### config.mk
export PLATFORM = sky130hd
export DESIGN_NAME = xas_top
export DESIGN_NICKNAME = d
export VERILOG_FILES = /design/src/rtl/xas_pkg.sv /design/src/rtl/xas_top.sv /design/src/rtl/xas_pointer_bank.sv
export SDC_FILE = /design/constraint.sdc
export NUM_CORES = 1
export LEC_CHECK = 0
export ABC_AREA = 1
export BUFFER_PORTS_ARGS = -buffer_cell sky130_fd_sc_hd__buf_4
export CAP_MARGIN = 20
export CORE_ASPECT_RATIO = 0.5
export CORE_MARGIN = 4
export CORE_UTILIZATION = 51
export CTS_CLUSTER_DIAMETER = 200
export CTS_CLUSTER_SIZE = 14
export DETAILED_ROUTE_END_ITERATION = 16
export PLACE_DENSITY = 0.84
export SLEW_MARGIN = 5
export SYNTH_ARGS = -nofsm -noshare
export SYNTH_HDL_FRONTEND = slang
export SYNTH_SLANG_ARGS = --single-unit
### constraint.sdc
create_clock -name mclk -period 5.8 [get_ports mclk]
set_input_delay 0.87 -clock mclk [delete_from_list [all_inputs] [get_ports mclk]]
set_output_delay 0.87 -clock mclk [all_outputs]
set_load 0.01 [all_outputs]
### src/rtl/xas_pkg.sv
// Shared constants of the external-data steering block
package xas_pkg;

  // Width of the 16-bit external data address
  localparam int ADDR_W = 16;
  // Width of the 8-bit index register and page register
  localparam int BYTE_W = 8;
  // Number of selectable data pointers
  localparam int PTR_COUNT = 8;
  // Width of the pointer-select value
  localparam int PSEL_W = 3;

  // First address of the on-chip expansion RAM and CAN range
  localparam logic [15:0] ONCHIP_START = 16'hF700;
  // Upper byte of the range start, used for the page compare
  localparam logic [7:0] ONCHIP_PAGE_START = ONCHIP_START[15:8];

  // Values after reset of the control bits
  localparam logic DISABLE_RST = 1'b1;
  localparam logic VISIBLE_RST = 1'b0;
  localparam logic MAP_SEL_RST = 1'b0;
  // Value after reset of the page register
  localparam logic [7:0] PAGE_RST = 8'h00;
  // Value after reset of the pointer select
  localparam logic [2:0] PSEL_RST = 3'h0;
  // Value after reset of every data pointer
  localparam logic [15:0] PTR_RST = 16'h0000;

  // Addresses of the two registers that live in the mapped area
  localparam logic [7:0] AUX_PWR_CTRL_ADDR = 8'h88;
  localparam logic [7:0] PORT5_DIR_ADDR = 8'h91;

  // Stages of the reset synchroniser; the pin synchroniser has a fixed two
  localparam int SYNC_STAGES = 2;

endpackage

### src/rtl/xas_top.sv
module xas_top (
  input wire logic mclk,
  input wire logic rst_n,
  // External-access pin, asynchronous to mclk
  input wire logic external_access_pin,
  // Write of the system control bits
  input wire logic ctl_wr,
  input wire logic ctl_disable_wdata,
  input wire logic ctl_visible_wdata,
  input wire logic ctl_map_wdata,
  // Write of the page register
  input wire logic page_wr,
  input wire logic [xas_pkg::BYTE_W-1:0] page_wdata,
  // Write of the pointer select
  input wire logic psel_wr,
  input wire logic [xas_pkg::PSEL_W-1:0] psel_wdata,
  // Load of the currently selected data pointer
  input wire logic ptr_wr,
  input wire logic [xas_pkg::ADDR_W-1:0] ptr_wdata,
  // Move request from the core
  input wire logic move_req,
  input wire logic move_use_ptr,
  input wire logic move_write,
  input wire logic [xas_pkg::BYTE_W-1:0] move_index,
  // Special register access request from the core
  input wire logic sfr_req,
  input wire logic [xas_pkg::BYTE_W-1:0] sfr_addr,
  // Move decision, valid for one cycle with move_done
  output logic move_done,
  output logic [xas_pkg::ADDR_W-1:0] move_addr,
  output logic move_onchip,
  output logic low_port_bus,
  output logic high_port_bus,
  output logic rd_strobe_active,
  output logic wr_strobe_active,
  // Special register routing, valid for one cycle with sfr_done
  output logic sfr_done,
  output logic sfr_to_mapped,
  output logic sfr_to_standard,
  output logic sfr_no_target,
  // Control state seen by software
  output logic onchip_xdata_disable,
  output logic onchip_xdata_visible,
  output logic sfr_map_select,
  output logic [xas_pkg::BYTE_W-1:0] xdata_page_register,
  output logic [xas_pkg::PSEL_W-1:0] pointer_select_register,
  output logic [xas_pkg::ADDR_W-1:0] data_pointer,
  output logic external_access_sync,
  // Internal reset after synchronisation
  output logic core_rst_n
);
  import xas_pkg::*;

  // Reset synchroniser chain
  logic [SYNC_STAGES-1:0] rst_sync_q;
  // External-access pin synchroniser stages
  logic ea_meta_q;
  logic ea_sync_q;

  // Control bits
  logic disable_q;
  logic disable_d;
  logic visible_q;
  logic visible_d;
  logic map_q;
  logic map_d;
  // Page register
  logic [BYTE_W-1:0] page_q;
  logic [BYTE_W-1:0] page_d;
  // Pointer select
  logic [PSEL_W-1:0] psel_q;
  logic [PSEL_W-1:0] psel_d;
  // Value of the selected pointer, straight from the bank
  logic [ADDR_W-1:0] bank_rdata;
  // Registered copy of the selected pointer
  logic [ADDR_W-1:0] ptr_view_q;

  // Registered move outputs
  logic move_done_q;
  logic [ADDR_W-1:0] move_addr_q;
  logic move_onchip_q;
  logic low_bus_q;
  logic high_bus_q;
  logic rd_act_q;
  logic wr_act_q;
  // Registered special register routing
  logic sfr_done_q;
  logic sfr_mapped_q;
  logic sfr_standard_q;
  logic sfr_none_q;

  // Internal reset, released by the synchroniser
  wire logic rst_int_n;

  // Reset is asserted at once and released two edges later, so
  // no flop sees a release in the middle of a clock edge.
  // The source must hold the pin low long enough for the core
  // around this block to settle as well.
  always_ff @(posedge mclk or negedge rst_n) begin
    if (!rst_n) begin
      rst_sync_q <= '0;
    end else begin
      rst_sync_q <= {rst_sync_q[SYNC_STAGES-2:0], 1'b1};
    end
  end
  assign rst_int_n = rst_sync_q[SYNC_STAGES-1];

  // Two-stage synchroniser on the external-access pin
  always_ff @(posedge mclk or negedge rst_int_n) begin
    if (!rst_int_n) begin
      ea_meta_q <= 1'b0;
      ea_sync_q <= 1'b0;
    end else begin
      ea_meta_q <= external_access_pin;
      ea_sync_q <= ea_meta_q;
    end
  end

  // Next value of the disable bit: a write may only clear it,
  // a one written after clearing is dropped until reset
  assign disable_d = ctl_wr ? (disable_q & ctl_disable_wdata) : disable_q;
  // Next value of the visibility bit
  assign visible_d = ctl_wr ? ctl_visible_wdata : visible_q;
  // Map select holds its value until software writes it again
  assign map_d = ctl_wr ? ctl_map_wdata : map_q;
  // Next value of the page register
  assign page_d = page_wr ? page_wdata : page_q;
  // Next value of the pointer select
  assign psel_d = psel_wr ? psel_wdata : psel_q;

  // Control registers; disable comes up set after reset
  always_ff @(posedge mclk or negedge rst_int_n) begin
    if (!rst_int_n) begin
      disable_q <= DISABLE_RST;
      visible_q <= VISIBLE_RST;
      map_q <= MAP_SEL_RST;
    end else begin
      disable_q <= disable_d;
      visible_q <= visible_d;
      map_q <= map_d;
    end
  end

  // Page register and pointer select
  always_ff @(posedge mclk or negedge rst_int_n) begin
    if (!rst_int_n) begin
      page_q <= PAGE_RST;
      psel_q <= PSEL_RST;
    end else begin
      page_q <= page_d;
      psel_q <= psel_d;
    end
  end

  // Pointer bank; only the selected entry is loaded and read
  xas_pointer_bank u_ptr_bank (
    .mclk(mclk),
    .rst_n(rst_int_n),
    .sel(psel_q),
    .wr(ptr_wr),
    .wdata(ptr_wdata),
    .rdata(bank_rdata)
  );

  // Address of the move: full pointer, or page above index
  wire logic [ADDR_W-1:0] addr_ptr;
  wire logic [ADDR_W-1:0] addr_idx;
  wire logic [ADDR_W-1:0] addr_sel;
  assign addr_ptr = bank_rdata;
  assign addr_idx = {page_q, move_index};
  assign addr_sel = move_use_ptr ? addr_ptr : addr_idx;

  // Range checks; the top of the range is the top of the space
  wire logic ptr_in_range;
  wire logic page_in_range;
  wire logic in_range;
  assign ptr_in_range = (addr_ptr >= ONCHIP_START);
  assign page_in_range = (page_q >= ONCHIP_PAGE_START);
  assign in_range = move_use_ptr ? ptr_in_range : page_in_range;

  // On-chip target only while enabled and inside the range;
  // below the range the move goes out in every mode
  wire logic hit_onchip;
  assign hit_onchip = !disable_q && in_range;

  // Visible mode: ports and strobes show on-chip transfers
  wire logic show_onchip;
  assign show_onchip = hit_onchip && visible_q;

  // Quiet on-chip access with the pin high leaves ports as I/O;
  // with the pin low the low port still carries the data
  wire logic quiet_pin_high;
  assign quiet_pin_high = hit_onchip && !visible_q && ea_sync_q;

  // Low port drives the bus except for quiet accesses, pin high
  wire logic low_bus;
  assign low_bus = !quiet_pin_high;

  // High port drives the bus only for pointer moves; index moves
  // leave it as I/O so its port latch keeps its value
  wire logic high_bus;
  assign high_bus = move_use_ptr && low_bus;

  // Strobes fire for external targets and for visible mode only
  wire logic strobes_on;
  assign strobes_on = !hit_onchip || show_onchip;

  // Split the strobe by direction of the move
  wire logic rd_on;
  wire logic wr_on;
  assign rd_on = strobes_on && !move_write;
  assign wr_on = strobes_on && move_write;

  // Move decision registers, one cycle per request
  always_ff @(posedge mclk or negedge rst_int_n) begin
    if (!rst_int_n) begin
      move_done_q <= 1'b0;
      move_addr_q <= '0;
      move_onchip_q <= 1'b0;
      low_bus_q <= 1'b0;
      high_bus_q <= 1'b0;
      rd_act_q <= 1'b0;
      wr_act_q <= 1'b0;
    end else begin
      move_done_q <= move_req;
      move_addr_q <= move_req ? addr_sel : move_addr_q;
      move_onchip_q <= move_req && hit_onchip;
      low_bus_q <= move_req && low_bus;
      high_bus_q <= move_req && high_bus;
      rd_act_q <= move_req && rd_on;
      wr_act_q <= move_req && wr_on;
    end
  end

  // Special register decode: the mapped area holds two registers
  wire logic addr_is_mapped;
  assign addr_is_mapped = (sfr_addr == AUX_PWR_CTRL_ADDR) ||
                          (sfr_addr == PORT5_DIR_ADDR);
  // Map select picks the area for every access
  wire logic route_mapped;
  wire logic route_standard;
  wire logic route_none;
  assign route_mapped = map_q && addr_is_mapped;
  assign route_standard = !map_q;
  // With map select set, other addresses reach nothing at all
  assign route_none = map_q && !addr_is_mapped;

  // Routing registers, one cycle per request
  always_ff @(posedge mclk or negedge rst_int_n) begin
    if (!rst_int_n) begin
      sfr_done_q <= 1'b0;
      sfr_mapped_q <= 1'b0;
      sfr_standard_q <= 1'b0;
      sfr_none_q <= 1'b0;
    end else begin
      sfr_done_q <= sfr_req;
      sfr_mapped_q <= sfr_req && route_mapped;
      sfr_standard_q <= sfr_req && route_standard;
      sfr_none_q <= sfr_req && route_none;
    end
  end

  // Registered view of the selected pointer; lags a write by one
  // cycle, a trade for keeping every output on a flop
  always_ff @(posedge mclk or negedge rst_int_n) begin
    if (!rst_int_n) begin
      ptr_view_q <= PTR_RST;
    end else begin
      ptr_view_q <= bank_rdata;
    end
  end

  // Output assignments, all from flops
  assign move_done = move_done_q;
  assign move_addr = move_addr_q;
  assign move_onchip = move_onchip_q;
  assign low_port_bus = low_bus_q;
  assign high_port_bus = high_bus_q;
  assign rd_strobe_active = rd_act_q;
  assign wr_strobe_active = wr_act_q;
  assign sfr_done = sfr_done_q;
  assign sfr_to_mapped = sfr_mapped_q;
  assign sfr_to_standard = sfr_standard_q;
  assign sfr_no_target = sfr_none_q;
  assign onchip_xdata_disable = disable_q;
  assign onchip_xdata_visible = visible_q;
  assign sfr_map_select = map_q;
  assign xdata_page_register = page_q;
  assign pointer_select_register = psel_q;
  assign data_pointer = ptr_view_q;
  assign external_access_sync = ea_sync_q;
  assign core_rst_n = rst_sync_q[SYNC_STAGES-1];

endmodule

### src/rtl/xas_pointer_bank.sv
// Bank of selectable 16-bit data pointers
module xas_pointer_bank (
  input wire logic mclk,
  input wire logic rst_n,
  input wire logic [xas_pkg::PSEL_W-1:0] sel,
  input wire logic wr,
  input wire logic [xas_pkg::ADDR_W-1:0] wdata,
  output logic [xas_pkg::ADDR_W-1:0] rdata
);
  import xas_pkg::*;

  // One word per data pointer
  logic [ADDR_W-1:0] ptr_q [PTR_COUNT];

  // Each entry loads only when it is the selected one
  genvar gi;
  generate
    for (gi = 0; gi < PTR_COUNT; gi++) begin : g_ptr
      // Write decode for this entry
      wire logic hit;
      assign hit = wr && (sel == PSEL_W'(gi));
      always_ff @(posedge mclk or negedge rst_n) begin
        if (!rst_n) begin
          ptr_q[gi] <= PTR_RST;
        end else if (hit) begin
          ptr_q[gi] <= wdata;
        end
      end
    end
  endgenerate

  // Only the selected pointer is seen by the moves
  assign rdata = ptr_q[sel];

endmodule

; Word-level counts from Yosys, hierarchy flattened
; Cells that the tools add are included.
[totals]
output_inout_bits = 58
input_bits = 57
register_bits = 188
[op_classes]
muxes = 5
n_lt_le_gt_ge = 3
n_reduce_logical = 35
n_bitwise = 2
n_eq_ne = 9
[op_table]
columns = op, count
row1 = $bmux 16 s3, 1
row2 = $mux 16, 3
row3 = $logic_and 1x1->1, 25
row4 = $eq 8x8->1 const B, 2
row5 = $ge 16x16->1 const B, 1
row6 = $eq 3x3->1 const B, 4
row7 = $ge 8x8->1 const B, 1
row8 = $logic_not 1->1, 7
row9 = $eq 3x2->1 const B, 2
row10 = $ge 4x4->1 const B, 1
row11 = $not 3->4, 1
row12 = $eq 3x1->1 const B, 1
row13 = $logic_not 3->1, 1
row14 = $logic_or 1x1->1, 2
row15 = $and 1x1->1, 1
row16 = $mux 1, 1

; Depth between registers and ports, before layout
[logic_depth]
ltp_word = 12
mapped_depth = 14
depth_no_buf = 12

; Hierarchy
; From an unflattened synthesis, not the netlist that was laid out.
[hier_totals]
cells_unflattened = 1009
area_unflattened_um2 = 8221.6
[by_module_without_submodules]
columns = mod, seq_area_each_um2, area_per_inst_um2, instances, cells_per_inst
row1 = xas_pointer_bank, 3203.1, 6044.5, 1, 818
row2 = xas_top, 1502.7, 2177.1, 1, 191

; Worst setup path before layout
; No wires, ideal clock.
[synth_timing]
kind = register -> output
start = register rst_sync_q[1]
end = output core_rst_n
path_slack_ns = 0.561
t_required_ns = 4.930
t_arrival_ns = 4.369
path_buffers = 0
stages_incl_launch_ff = 1
cell_sequence = dfrtp_1
[synth_lines]
columns = element, line
row1 = from (decl), xas_top.sv:55  ; logic [SYNC_STAGES-1:0] rst_sync_q;
row2 = from (signal assigned), xas_top.sv:103  ; rst_sync_q <= {rst_sync_q[SYNC_STAGES-2:0], 1'b1};
row3 = to (decl), xas_top.sv:50  ; output logic core_rst_n
; No word-level cell between the ends.

; Worst setup path after layout
[layout_timing]
start = register psel_q[1] (netlist: pointer_select_register[1])
end = register u_ptr_bank.ptr_q[78] in the netlist's numbering
[layout_via]
elab_chain_cells = 2
[layout_lines]
columns = element, line
row1 = from (decl), xas_top.sv:71  ; logic [PSEL_W-1:0] psel_q;
row2 = from (signal assigned), xas_top.sv:151  ; psel_q <= psel_d;
row3 = $eq 3x2->1, xas_pointer_bank.sv:21  ; assign hit = wr && (sel == PSEL_W'(gi));
row4 = $logic_and 1x1->1, xas_pointer_bank.sv:21
row5 = "to (signal, indexed assignment)", xas_pointer_bank.sv:26  ; ptr_q[gi] <= wdata;
row6 = to (decl), xas_pointer_bank.sv:13  ; logic [ADDR_W-1:0] ptr_q [PTR_COUNT];
; Every way passes these cells.
; A chain may end at the register's enable or synchronous reset.

==> key figures <==
Status
  – Outcome: complete, no violations

Route
  – Metal3 WL: 2299 um
  – Total number of vias: 6688
  – Met2 WL post-DR: 9213 um
  – Metal1 wirelength: 8715 um
  – Routed WL: 20700 um
  – DR WL/cell: 17.37 um
  – Initial drt markers: 720
  – Routed Antenna Nets: 0
  – DR vias/cell: 5.611
  – DR pass1 iterations: 6
  – Top Metal Used: met4
  – Drt drc: 0

Worst setup path
  – Crit path top cell by count: nand2_1
  – Crit path kind: reg -> reg
  – Crit-path max cell delay: 890 ps
  – CP Launch Type: flop
  – Reg-to-reg startpoint: pointer_select_register[1]$_DFFE_PN0P_
  – CP max FO: 32
  – Setup crit end kind: flop
  – CP max-delay cell: dfrtp_1
  – Crit-path cells: nand2_1 -> inv_2 -> nand2_1 -> o21ai_0
  – Critical Path AT: 3120 ps
  – Worst Path Required: 6120 ps
  – Crit. Startpoint: pointer_select_register[1]$_DFFE_PN0P_

CTS
  – Postcts setup bufs: 0
  – Clock Path Buffers: 2
  – CTS Root Cell: clkbuf_16
  – CTS tree: done
  – Clk Latency, worst-skew pair: 440 ps
  – Num CTS Buffers: 17
  – Hold buffer count at CTS: 0
  – H-tree depth: 4
  – Clock sink count: 188
  – Worst-path clk slew: 80 ps
  – Post-cts resize count: 0

STA
  – Crit path time final: 2808 ps
  – Final period utilization: 0.4841
  – Skew final: 11.70 ps
  – Slew @ Worst Pin: 1053 ps
  – Max Freq: 356.1 MHz
  – Final-report setup violation count: 0
  – Fin. Hold Viols: 0
  – RSZ-0062 raised after global routing: no
  – Slew Limit Fails: 0
  – Slew margin rel.: 0.2960
  – TNS Setup: 0 ps

Global route
  – Largest net degree at the start of global routing: 71
  – Initial antenna violation count: 0
  – GR Overflow Total: 0
  – Vias in the first global route: 6416
  – First-pass GRT wire length: 33180 um
  – GRT Total Usage: 0.2395

Layout
  – Ratio of cells with drive above 1 in the final layout: 0.1771
  – Layout area overhead: 19.30%
  – Number of diodes: 0
  – Final nets: 1038
  – Fillers: 1098

Floorplan
  – Initial Util: 0.5342
  – Die width: 184.4 um
  – I/O pin cnt: 115
  – Total die area: 17740 sq um
  – Die height: 96.20 um
  – Core area: 14860 sq um
  – Num rows: 31

Job
  – Max-cap violation count: 0

Logic synthesis
  – Netlist cell types: 32
  – Register bit count reported by yosys: 188
  – Mean cell area of the mapped netlist: 8.916 sq um
  – Syn_nets: 947
  – YS warnings: 0
  – Part of the Yosys area used for sequential elements: 0.5930
  – Synthesized cell area: 7935 sq um
  – Synthesized instance count: 890

Power and ir drop
  – P per Cell Area: 404.0 nW/um^2
  – Tot Pwr: 3824 uW
  – Leakage: 0.004806 uW
  – Peak supply drop: 0.2600 mV

Min path
  – Tightest Hold Check Type: in -> async

Placed design
  – Port Buf Inserts: 114
  – GPL Wtd Cong: 0.8860
  – DP Wirelength: 13100 um
[synth_stat cells (all sizes together)]
cell type | number | area (sq um)
o21ai | 146 | 730.7
conb | 1 | 3.750
or3 | 1 | 6.260
a21oi | 29 | 145.1
nand2 | 337 | 1282
o21bai | 1 | 11.26
nand4 | 2 | 18.77
nor3 | 1 | 5.000
clkinv | 1 | 3.750
clkbuf | 26 | 97.59
and3 | 1 | 6.260
a21boi | 1 | 7.510
buf | 23 | 196.4
a22oi | 30 | 225.2
mux2 | 3 | 33.78
a32oi | 1 | 16.27
nand3 | 15 | 75.07
a2111oi | 1 | 8.760
inv | 42 | 167.7
dfrtp | 187 | 4679
dfstp | 1 | 26.28
nor2 | 40 | 187.7
[registers in the layout (all words and copies together), names as in the netlist, 2 cells and up]
| signal | cells |
|---|---|
| u_ptr_bank.ptr_q | 128 |
| data_pointer | 16 |
| rst_sync_q | 2 |
| xdata_page_register | 8 |
| move_addr | 16 |
| pointer_select_register | 3 |
[logic make-up after synthesis]
family / share of synthesized area
simple gates: 0.1993
other cells: 0.0004726
mux: 0.004257
flops: 0.5930
buf+inv: 0.05866
compound gates: 0.1443
[metrics by stage]
stage,instances,setup WS (ps),utilization,hold slack [ps],cell area (sq um)
floorplan,890,92.70,-,331.2,7935
global placement,1157,3054,0.5911,336.3,8781
detailed placement,1157,2932,0.5911,334.7,8781
CTS,1189,2939,0.6334,187.0,9409
global route,1192,2849,0.6372,186.1,9467
finish,1192,2992,0.6372,195.9,9467
[layout by cell type (no fill, tap or decap), types with 3 or more instances in the layout]
| master | Yosys | final |
|---|---|---|
| a22oi_1 | 30 | 30 |
| nand2_1 | 330 | 330 |
| nand3_1 | 15 | 15 |
| inv_8 | 0 | 6 |
| clkbuf_16 | 0 | 17 |
| dfrtp_1 | 187 | 186 |
| nor2_1 | 36 | 35 |
| nand2_2 | 7 | 7 |
| o21ai_0 | 134 | 134 |
| clkinv_4 | 0 | 4 |
| buf_4 | 4 | 118 |
| inv_1 | 39 | 39 |
| o21ai_1 | 12 | 12 |
| mux2_2 | 3 | 3 |
| a21oi_1 | 29 | 29 |
| nor2_2 | 2 | 3 |
[report_power, final]
group | switching [uW] | internal (uW)
sequential | 208 | 1630
combinational | 445 | 315
clock | 560 | 662
[worst paths after layout]
path / end / slack [ps] / cells after the start
setup reg to reg: u_ptr_bank.ptr_q[78]$_DFFE_PN0P_ / 2990 / 4
hold reg to reg: external_access_sync$_DFF_PN0_ / 350 / 0
max in group asynchronous: u_ptr_bank.ptr_q[71]$_DFFE_PN0P_ / 3290 / 2
min in group mclk: external_access_sync$_DFF_PN0_ / 350 / 0
setup / recovery: u_ptr_bank.ptr_q[78]$_DFFE_PN0P_ / 2990 / 4
hold / removal: rst_sync_q[1]$_DFF_PN0_ / 200 / 1
[layer usage]
layer,up-vias,track usage
met1,3203,0.3365
met3,44,0.05134
met5,-,0
li1,3071,-
met4,0,0.09348
met2,370,0.3698
[critical path, delay by kind of cell (launching register included)]
family	cells	cell delay, ps
buffers and inverters	1	350
AOI/OAI and AO/OA	1	490
DFF	1	890
and+or+nand+nor	2	960
[layout make-up]
cell class	count	area, sq um	area share
Multi-Input combinational cell	610	2766	0.2922
Inverter	43	171.4	0.01811
Sequential cell	188	4710	0.4975
Clock buffer	17	425.4	0.04494
Timing Repair Buffer	121	943.4	0.09966
Clock inverter	15	202.7	0.02141
Tap cell	198	247.7	0.02617
Note: power is estimated with default switching activity, not from simulation.
